### src/ecsc_pkg.sv
// constants shared by the chip select configuration block
`default_nettype none
package ecsc_pkg;
  // ****************************************************************
  // register map
  // ****************************************************************
  localparam int unsigned  ADDR_W       = 5;
  localparam logic [4:0]   OFS_CS1_BASE = 5'h00;
  localparam logic [4:0]   OFS_CS2_BASE = 5'h04;
  localparam logic [4:0]   OFS_CS1_MODE = 5'h08;
  localparam logic [4:0]   OFS_CS2_MODE = 5'h0C;
  localparam logic [4:0]   OFS_STATUS   = 5'h10;
  localparam logic [15:0]  BASE_MASK    = 16'hFF88;
  localparam logic [15:0]  MODE_MASK    = 16'hF8FF;
  localparam logic [15:0]  CS1_BASE_RST = 16'h0200;
  localparam logic [15:0]  CS2_BASE_RST = 16'h0600;
  localparam logic [15:0]  MODE_RST     = 16'h0000;
  localparam logic [1:0]   RESP_OKAY    = 2'b00;
  localparam logic [1:0]   RESP_SLVERR  = 2'b10;
  // ****************************************************************
  // field positions
  // ****************************************************************
  localparam int unsigned  BASE_HI_MSB  = 15;
  localparam int unsigned  BASE_HI_LSB  = 7;
  localparam int unsigned  BASE_LO_BIT  = 3;
  localparam int unsigned  ACKM_LSB     = 14;
  localparam int unsigned  AMW_LSB      = 11;
  localparam int unsigned  DWB_LSB      = 6;
  localparam int unsigned  DWM_LSB      = 2;
  localparam int unsigned  DWE_LSB      = 0;
  localparam int unsigned  ST_BUSY      = 0;
  localparam int unsigned  ST_ZERO_EXT  = 1;
  localparam int unsigned  ST_TIMEOUT   = 2;
  // ****************************************************************
  // timing, counted in quarter instruction cycles (one mclk each)
  // ****************************************************************
  localparam logic [1:0]   ACK_OFF      = 2'b00;
  localparam logic [1:0]   ACK_RSVD     = 2'b11;
  localparam logic [9:0]   QTR_PER_TCY  = 10'd4;
  localparam logic [9:0]   SETUP_BIAS   = 10'd1;
  localparam logic [9:0]   WR_STB_BIAS  = 10'd2;
  localparam logic [9:0]   RD_STB_BIAS  = 10'd3;
  localparam logic [9:0]   HOLD_BIAS    = 10'd1;
  localparam logic [9:0]   AMW_BIAS     = 10'd3;
  localparam logic [9:0]   ACK_MAX_Q    = 10'd1020;
endpackage
`default_nettype wire

### src/ecsc_decode.sv
// address window decode for the two chip selects
`default_nettype none
module ecsc_decode
  import ecsc_pkg::*;
(
  input  wire logic [15:0] base1_i,
  input  wire logic [15:0] base2_i,
  input  wire logic        zero_ext_i,
  input  wire logic [23:0] addr_i,
  output logic      [1:0]  hit_o
);
  logic [23:0] start1;
  logic [23:0] start2;
  // ****************************************************************
  // window starts from packed base fields
  // ****************************************************************
  always_comb begin
    start1 = '0;
    start2 = '0;
    start1[23:15] = base1_i[BASE_HI_MSB:BASE_HI_LSB];
    start1[11]    = base1_i[BASE_LO_BIT];
    start2[23:15] = base2_i[BASE_HI_MSB:BASE_HI_LSB];
    start2[11]    = base2_i[BASE_LO_BIT];
    hit_o[0] = (addr_i >= start1) && (zero_ext_i || addr_i < start2);
    hit_o[1] = !zero_ext_i && (addr_i >= start2);
  end
endmodule
`default_nettype wire

### src/ecsc_seq.sv
// access strobe sequencer and alternate master wait
`default_nettype none
module ecsc_seq
  import ecsc_pkg::*;
(
  input  wire logic        mclk_i,
  input  wire logic        rst_i,
  input  wire logic        start_i,
  input  wire logic        we_i,
  input  wire logic [1:0]  cs_i,
  input  wire logic [15:0] mode_i,
  input  wire logic        ack_i,
  input  wire logic        alt_req_i,
  input  wire logic [2:0]  alt_wait_i,
  output logic             busy_o,
  output logic             strobe_o,
  output logic [1:0]       cs_o,
  output logic             data_oe_o,
  output logic             done_o,
  output logic             timeout_o,
  output logic             alt_grant_o
);
  typedef enum logic [2:0] {
    S_IDLE, S_ALT, S_GRANT, S_SETUP, S_STB, S_HOLD
  } ecsc_st_e;
  typedef struct packed {
    ecsc_st_e   st;
    logic [9:0] cnt;
    logic       we;
    logic [1:0] ackm;
    logic [3:0] dwm;
    logic [1:0] dwe;
    logic       busy;
    logic       strobe;
    logic [1:0] cs;
    logic       oe;
    logic       done;
    logic       tmo;
    logic       grant;
  } ecsc_seq_s;
  ecsc_seq_s s_r;
  ecsc_seq_s s_nxt;
  logic      ack_used;
  // ****************************************************************
  // sequencer
  // ****************************************************************
  always_comb begin
    s_nxt      = s_r;
    s_nxt.done = 1'b0;
    ack_used   = (s_r.ackm != ACK_OFF) && (s_r.ackm != ACK_RSVD);
    case (s_r.st)
      S_IDLE: begin
        if (start_i) begin
          s_nxt.st   = S_SETUP;
          s_nxt.we   = we_i;
          s_nxt.ackm = mode_i[ACKM_LSB +: 2];
          s_nxt.dwm  = mode_i[DWM_LSB +: 4];
          s_nxt.dwe  = mode_i[DWE_LSB +: 2];
          s_nxt.cnt  = {6'd0, mode_i[DWB_LSB +: 2], 2'd0}
                       + SETUP_BIAS - 10'd1;
          s_nxt.busy = 1'b1;
          s_nxt.cs   = cs_i;
          s_nxt.oe   = we_i;
        end else if (alt_req_i) begin
          s_nxt.st  = S_ALT;
          s_nxt.cnt = {7'd0, alt_wait_i} + AMW_BIAS - 10'd1;
        end
      end
      S_ALT: begin
        if (!alt_req_i) begin
          s_nxt.st = S_IDLE;
        end else if (s_r.cnt == 10'd0) begin
          s_nxt.st    = S_GRANT;
          s_nxt.grant = 1'b1;
        end else begin
          s_nxt.cnt = s_r.cnt - 10'd1;
        end
      end
      S_GRANT: begin
        if (!alt_req_i) begin
          s_nxt.st    = S_IDLE;
          s_nxt.grant = 1'b0;
        end
      end
      S_SETUP: begin
        if (s_r.cnt == 10'd0) begin
          s_nxt.st     = S_STB;
          s_nxt.strobe = 1'b1;
          if (ack_used) begin
            s_nxt.cnt = ACK_MAX_Q - 10'd1;
          end else begin
            s_nxt.cnt = {4'd0, s_r.dwm, 2'd0} - 10'd1
                        + (s_r.we ? WR_STB_BIAS : RD_STB_BIAS);
          end
        end else begin
          s_nxt.cnt = s_r.cnt - 10'd1;
        end
      end
      S_STB: begin
        if ((ack_used && ack_i) || s_r.cnt == 10'd0) begin
          s_nxt.st     = S_HOLD;
          s_nxt.strobe = 1'b0;
          s_nxt.tmo    = ack_used && !ack_i;
          s_nxt.cnt    = {6'd0, s_r.dwe, 2'd0} + HOLD_BIAS - 10'd1;
        end else begin
          s_nxt.cnt = s_r.cnt - 10'd1;
        end
      end
      S_HOLD: begin
        if (s_r.cnt == 10'd0) begin
          s_nxt.st   = S_IDLE;
          s_nxt.busy = 1'b0;
          s_nxt.cs   = 2'b00;
          s_nxt.oe   = 1'b0;
          s_nxt.done = 1'b1;
        end else begin
          s_nxt.cnt = s_r.cnt - 10'd1;
        end
      end
      default: begin
        s_nxt = '0;
      end
    endcase
  end
  always_ff @(posedge mclk_i or posedge rst_i) begin
    if (rst_i) begin
      s_r <= '0;
    end else begin
      s_r <= s_nxt;
    end
  end
  assign busy_o      = s_r.busy;
  assign strobe_o    = s_r.strobe;
  assign cs_o        = s_r.cs;
  assign data_oe_o   = s_r.oe;
  assign done_o      = s_r.done;
  assign timeout_o   = s_r.tmo;
  assign alt_grant_o = s_r.grant;
endmodule
`default_nettype wire

### src/ecsc_top.sv
// chip select window and timing configuration with axi4-lite registers
//
// Functional notes
// base register bits 15..7 hold address bits 23..15, bit 3 holds bit 11.
// base register bits 6..4 and 2..0 are not stored and read as zero.
// after reset chip select 1 base is 0x0200 and chip select 2 is 0x0600.
// a whole zero write to chip select 2 base stretches window 1 to the top.
// a zero write to chip select 1 base stretches nothing.
// alternate master wait code 111 waits ten alternate master cycles.
// ack mode 00 ignores the acknowledge, 01 and 10 use it, 11 is reserved.
// data setup code 11 gives three and a quarter instruction cycles.
// write strobe wait is the code plus one half instruction cycle.
// write data hold code 11 gives three and a quarter instruction cycles.
`default_nettype none
module ecsc_top
  import ecsc_pkg::*;
(
  input  wire logic              mclk_i,
  input  wire logic              rst_i,
  input  wire logic [ADDR_W-1:0] s_axi_awaddr,
  input  wire logic              s_axi_awvalid,
  output logic                   s_axi_awready,
  input  wire logic [31:0]       s_axi_wdata,
  input  wire logic [3:0]        s_axi_wstrb,
  input  wire logic              s_axi_wvalid,
  output logic                   s_axi_wready,
  output logic [1:0]             s_axi_bresp,
  output logic                   s_axi_bvalid,
  input  wire logic              s_axi_bready,
  input  wire logic [ADDR_W-1:0] s_axi_araddr,
  input  wire logic              s_axi_arvalid,
  output logic                   s_axi_arready,
  output logic [31:0]            s_axi_rdata,
  output logic [1:0]             s_axi_rresp,
  output logic                   s_axi_rvalid,
  input  wire logic              s_axi_rready,
  input  wire logic              acc_req_i,
  input  wire logic              acc_we_i,
  input  wire logic [23:0]       acc_addr_i,
  input  wire logic              ext_ack_input_i,
  input  wire logic              alt_req_i,
  output logic                   acc_busy_o,
  output logic                   acc_done_o,
  output logic                   strobe_o,
  output logic [1:0]             cs_sel_o,
  output logic                   data_oe_o,
  output logic                   alt_grant_o
);
  typedef struct packed {
    logic              aw_got;
    logic              w_got;
    logic [ADDR_W-1:0] waddr;
    logic [31:0]       wdata;
    logic [3:0]        wstrb;
    logic              bvalid;
    logic [1:0]        bresp;
    logic              rvalid;
    logic [31:0]       rdata;
    logic [1:0]        rresp;
    logic [15:0]       base1;
    logic [15:0]       base2;
    logic [15:0]       mode1;
    logic [15:0]       mode2;
    logic              zero_ext;
    logic              tmo;
    logic [1:0]        ack_s;
    logic              start;
    logic              we;
    logic [1:0]        cs;
  } ecsc_top_s;
  ecsc_top_s r_r;
  ecsc_top_s r_nxt;
  logic [1:0]  hit;
  logic        seq_busy;
  logic        seq_tmo;
  logic        seq_done;
  logic        wr_fire;
  logic        rd_fire;
  logic        acc_take;
  logic [15:0] wr_val;
  logic [15:0] old_val;
  logic [15:0] rd_val;
  // ****************************************************************
  // submodules
  // ****************************************************************
  ecsc_decode u_decode (
    .base1_i    (r_r.base1),
    .base2_i    (r_r.base2),
    .zero_ext_i (r_r.zero_ext),
    .addr_i     (acc_addr_i),
    .hit_o      (hit)
  );
  ecsc_seq u_seq (
    .mclk_i      (mclk_i),
    .rst_i       (rst_i),
    .start_i     (r_r.start),
    .we_i        (r_r.we),
    .cs_i        (r_r.cs),
    .mode_i      (r_r.cs[1] ? r_r.mode2 : r_r.mode1),
    .ack_i       (r_r.ack_s[1]),
    .alt_req_i   (alt_req_i),
    .alt_wait_i  (r_r.mode1[AMW_LSB +: 3]),
    .busy_o      (seq_busy),
    .strobe_o    (strobe_o),
    .cs_o        (cs_sel_o),
    .data_oe_o   (data_oe_o),
    .done_o      (seq_done),
    .timeout_o   (seq_tmo),
    .alt_grant_o (alt_grant_o)
  );
  // ****************************************************************
  // register bus and access capture
  // ****************************************************************
  always_comb begin
    r_nxt       = r_r;
    r_nxt.start = 1'b0;
    r_nxt.ack_s = {r_r.ack_s[0], ext_ack_input_i};
    if (seq_done) begin
      r_nxt.tmo = seq_tmo;
    end
    // byte merge for the write under way
    case (r_r.waddr)
      OFS_CS1_BASE: old_val = r_r.base1;
      OFS_CS2_BASE: old_val = r_r.base2;
      OFS_CS1_MODE: old_val = r_r.mode1;
      OFS_CS2_MODE: old_val = r_r.mode2;
      default:      old_val = 16'h0000;
    endcase
    wr_val[7:0]  = r_r.wstrb[0] ? r_r.wdata[7:0] : old_val[7:0];
    wr_val[15:8] = r_r.wstrb[1] ? r_r.wdata[15:8] : old_val[15:8];
    if (s_axi_awvalid && !r_r.aw_got) begin
      r_nxt.aw_got = 1'b1;
      r_nxt.waddr  = s_axi_awaddr;
    end
    if (s_axi_wvalid && !r_r.w_got) begin
      r_nxt.w_got = 1'b1;
      r_nxt.wdata = s_axi_wdata;
      r_nxt.wstrb = s_axi_wstrb;
    end
    wr_fire = r_r.aw_got && r_r.w_got && !r_r.bvalid;
    if (wr_fire) begin
      r_nxt.aw_got = 1'b0;
      r_nxt.w_got  = 1'b0;
      r_nxt.bvalid = 1'b1;
      r_nxt.bresp  = RESP_OKAY;
      case (r_r.waddr)
        OFS_CS1_BASE: r_nxt.base1 = wr_val & BASE_MASK;
        OFS_CS2_BASE: begin
          r_nxt.base2    = wr_val & BASE_MASK;
          r_nxt.zero_ext = (r_r.wstrb[1:0] == 2'b11)
                           && (r_r.wdata[15:0] == 16'h0000);
        end
        OFS_CS1_MODE: r_nxt.mode1 = wr_val & MODE_MASK;
        OFS_CS2_MODE: r_nxt.mode2 = wr_val & MODE_MASK;
        OFS_STATUS:   r_nxt.bresp = RESP_OKAY;
        default:      r_nxt.bresp = RESP_SLVERR;
      endcase
    end
    if (r_r.bvalid && s_axi_bready) begin
      r_nxt.bvalid = 1'b0;
    end
    rd_fire = s_axi_arvalid && !r_r.rvalid;
    rd_val  = 16'h0000;
    case (s_axi_araddr)
      OFS_CS1_BASE: rd_val = r_r.base1;
      OFS_CS2_BASE: rd_val = r_r.base2;
      OFS_CS1_MODE: rd_val = r_r.mode1;
      OFS_CS2_MODE: rd_val = r_r.mode2;
      default: begin
        rd_val[ST_BUSY]     = seq_busy || r_r.start;
        rd_val[ST_ZERO_EXT] = r_r.zero_ext;
        rd_val[ST_TIMEOUT]  = r_r.tmo;
      end
    endcase
    if (rd_fire) begin
      r_nxt.rvalid = 1'b1;
      r_nxt.rdata  = {16'h0000, rd_val};
      r_nxt.rresp  = (s_axi_araddr > OFS_STATUS
                      || s_axi_araddr[1:0] != 2'b00) ? RESP_SLVERR : RESP_OKAY;
    end else if (r_r.rvalid && s_axi_rready) begin
      r_nxt.rvalid = 1'b0;
    end
    // external access request
    acc_take = acc_req_i && !seq_busy && !r_r.start;
    if (acc_take) begin
      r_nxt.start = 1'b1;
      r_nxt.we    = acc_we_i;
      r_nxt.cs    = hit;
    end
  end
  always_ff @(posedge mclk_i or posedge rst_i) begin
    if (rst_i) begin
      r_r       <= '0;
      r_r.base1 <= CS1_BASE_RST;
      r_r.base2 <= CS2_BASE_RST;
      r_r.mode1 <= MODE_RST;
      r_r.mode2 <= MODE_RST;
    end else begin
      r_r <= r_nxt;
    end
  end
  assign s_axi_awready = !r_r.aw_got;
  assign s_axi_wready  = !r_r.w_got;
  assign s_axi_bvalid  = r_r.bvalid;
  assign s_axi_bresp   = r_r.bresp;
  assign s_axi_arready = !r_r.rvalid;
  assign s_axi_rvalid  = r_r.rvalid;
  assign s_axi_rdata   = r_r.rdata;
  assign s_axi_rresp   = r_r.rresp;
  assign acc_busy_o    = seq_busy;
  assign acc_done_o    = seq_done;
endmodule
`default_nettype wire

### config.mk
export PLATFORM = sky130hd
export DESIGN_NAME = ecsc_top
export DESIGN_NICKNAME = d
export VERILOG_FILES = /design/src/ecsc_pkg.sv /design/src/ecsc_decode.sv /design/src/ecsc_seq.sv /design/src/ecsc_top.sv
export SDC_FILE = /design/constraint.sdc
export NUM_CORES = 1
export LEC_CHECK = 0
export BUFFER_PORTS_ARGS = -buffer_cell sky130_fd_sc_hd__buf_2
export CAP_MARGIN = 15
export CORE_AREA = 2 2 174 176
export DETAILED_ROUTE_END_ITERATION = 16
export DIE_AREA = 0 0 176 178
export HOLD_SLACK_MARGIN = 0.12
export SLEW_MARGIN = 0
export SYNTH_ARGS = -nofsm -noshare
export SYNTH_HDL_FRONTEND = slang
export SYNTH_SLANG_ARGS = --single-unit
### constraint.sdc
create_clock -name mclk_i -period 3.6 [get_ports mclk_i]
set_clock_uncertainty 0.1 [all_clocks]
set_input_delay 0.36 -clock mclk_i [delete_from_list [all_inputs] [get_ports mclk_i]]
set_output_delay 0.36 -clock mclk_i [all_outputs]
set_load 0.005 [all_outputs]
==> qor.csv <==
metric;value;unit
Fillers;3028;
Final Instance Count excl. Fillers;1261;
Slew @ Worst Pin;0.895;ns
Pleak;4.03;nW
fin crit share;0.683;
DIE HEIGHT;178;µm
root buffer cell;clkbuf_16;
pin count of the biggest net entering global routing;130;
crit path max fanout;9;
# nets final;967;
crit path to;u_seq.s_r[17];
I/O pins;129;
max-cap violations;0;
Num CTS Buffers;17;
Register-to-Register Setup Slack;1.14;ns
core area;29400;µm²
Yosys reg bits;129;
vias per inst;4.83;
first-pass GRT wire length;31.6;mm
synth warn;0;
WL/cell;15.9;µm
Worst-Skew Late Latency;0.44;ns
cell count after placement;1199;
cell area power density;763;nW/µm²
mapped cell area;7540;µm²
Port Buffer Count;92;
distinct cell type count after synthesis;70;
Clock Path Buffers;2;
Hold Violations, Final;0;
asr flop ratio synth;1.00;
vias in the first global route;5789;
peak supply drop;322;µV
Fin Setup TNS;0;ns
post-synth top area cell;dfrtp_1;
Crit. End Element;register;
arrival time worst endpoint;2.70;ns
Mean Syn Cell Area;9.83;µm²
CTS tree;done;
Synth top cells by count;dfrtp_1, nand2_1, o21ai_0;
CP required;3.84;ns
routed vias;6091;
FF-to-FF path depth;8;
drt initial violations;479;
worst r2r src;u_seq.s_r[17];
Worst Hold Class;in -> reg;
antenna violations before repair;0;
worst slew margin relative to its limit;0.402;
unrepaired setup endpoints after global routing;no;
postcts setup bufs;0;
Seq/Total Area, Yosys;0.429;
row count;63;
Reg clk slew, reported paths;0.06;ns
setup violators final;0;
Starting Density;0.257;
Post-route DRC;0;
number of synthesized flops with an enable pin;0;
Antenna Violating Nets Remaining;0;
area grow syn2layout;20.3;%
RR Endpoint;u_seq.s_r[17];
CP Class;reg -> reg;
final slew viol count;0;
# resized after CTS;0;
clock power share;0.254;
CTS sink cnt;129;
register share of total power;0.366;
drt pass-1 iters;5;
# hold bufs at CTS;30;
internal power;4.01;mW
Psw;2.91;mW
total track usage;0.130;
ranking of synthesized cells by area;dfrtp_1, mux2_2, nand2_1;
post-route minimum period;2.46;ns
Die Area;31300;µm²
leading register cell type out of synthesis;dfrtp_1;
post-DP HPWL;14.6;mm
CP Launch Type;register;
Worst setup startpoint;u_seq.s_r[17];
drt total wl;20.0;mm
count leader, synth;dfrtp_1;
status;completed;
post-synth top area share;0.418;
Comb pwr share;0.380;
Syn Inst Count;767;
share of layout cells above drive strength 1;0.235;
DIE WIDTH;176;µm
Overflow after GRT;0;
worst hold stages;3;
Sw Ratio;0.421;
number of diodes;0;
Final GP Congestion;0.848;
f_max;0.407;GHz
CTS H-tree depth;4;
==> power groups by stage <==
| stage | clock [mW] | combinational, mW | sequential [mW] |
|---|---|---|---|
| floorplan | 0 | 2.11 | 2.26 |
| finish | 1.76 | 2.63 | 2.53 |
| detailed placement | 0 | 2.59 | 2.55 |
| global route | 1.86 | 2.95 | 2.61 |
| global placement | 0 | 2.55 | 2.53 |
| CTS | 1.80 | 2.63 | 2.52 |
==> metal layers <==
layer	vias up	part of all wire	global-route usage
li1	2918	-	-
met1	2954	0.47	0.180
met2	192	0.46	0.202
met3	27	0.049	0.0266
met4	0	0.021	0.0461
met5	-	0	0
==> sequential cells by signal, summed over array words and instances, names as in the netlist <==
register,cells
r_r,78
u_seq.s_r,22
s_axi_rdata,16
u_seq.cs_o,2
r_nxt,1
s_axi_bresp,1
s_axi_bvalid,1
s_axi_rresp,1
s_axi_rvalid,1
u_seq.alt_grant_o,1
u_seq.busy_o,1
u_seq.data_oe_o,1
u_seq.done_o,1
u_seq.strobe_o,1
u_seq.timeout_o,1
==> kinds of logic (layout without fill, tap and decap cells) <==
| logic type | after synthesis | count (layout) | share of synthesized area |
|---|---|---|---|
| compound gates | 196 | 196 | 0.173 |
| xor+xnor | 4 | 4 | 0.00564 |
| fa+ha+maj | 28 | 28 | 0.0465 |
| buf+inv | 114 | 201 | 0.0815 |
| flops | 129 | 129 | 0.429 |
| mux | 76 | 76 | 0.122 |
| other cells | 1 | 18 | 0.000497 |
| simple gates | 219 | 219 | 0.142 |
==> cells in the final DEF, fill, tap and decap left out, types with 27 or more instances in the layout <==
cell type      synthesis  routed
nand2_1               97      97
ha_1                  28      28
dfrtp_1              126     126
o21ai_0               50      50
nor2_1                38      38
inv_1                 41      40
a21oi_1               27      27
buf_2                 14      92
dlygate4sd3_1          0      30
mux2_2                41      41
==> stage by stage <==
stage | total power, mW | hold slack, ns | worst slack (ns) | utilization | cell area, µm²
detailed placement | 5.14 | 0.239 | 1.21 | 0.277 | 8160
finish | 6.92 | 0.191 | 1.14 | 0.309 | 9070
global route | 7.42 | 0.196 | 0.934 | 0.309 | 9070
CTS | 6.95 | 0.171 | 1.18 | 0.309 | 9070
global placement | 5.08 | 0.244 | 1.21 | 0.277 | 8160
floorplan | 4.37 | 0.231 | 1.55 | - | 7610
==> critical path: stages (launching register included) <==
cell	delay, ns
dfrtp_1	0.42
inv_1	0.10
ha_1	0.15
nor4b_4	0.35
and3_1	0.48
nand2_1	0.18
o21ai_0	0.38
a22oi_1	0.11
o21ai_0	0.10
==> worst min path at each step <==
stage,start,endpoint,slack [ns]
final,alt_req_i,u_seq.s_r[28],0.19
after global routing,alt_req_i,u_seq.s_r[28],0.20
after CTS,alt_req_i,u_seq.s_r[28],0.17
after detailed placement,r_nxt[5],r_r[5],0.24
after global placement,r_nxt[5],r_r[5],0.24
after floorplan,r_nxt[5],r_r[5],0.23
==> final cells by class <==
class	instances	area (µm²)	area share
Multi-Input combinational cell	541	3760	0.414
Sequential cell	129	3230	0.356
Timing Repair Buffer	128	818	0.0902
Tap cell	390	488	0.0538
Clock buffer	17	425	0.0469
Clock inverter	15	193	0.0212
Inverter	41	158	0.0174
Power figures use the tool's default switching activity.
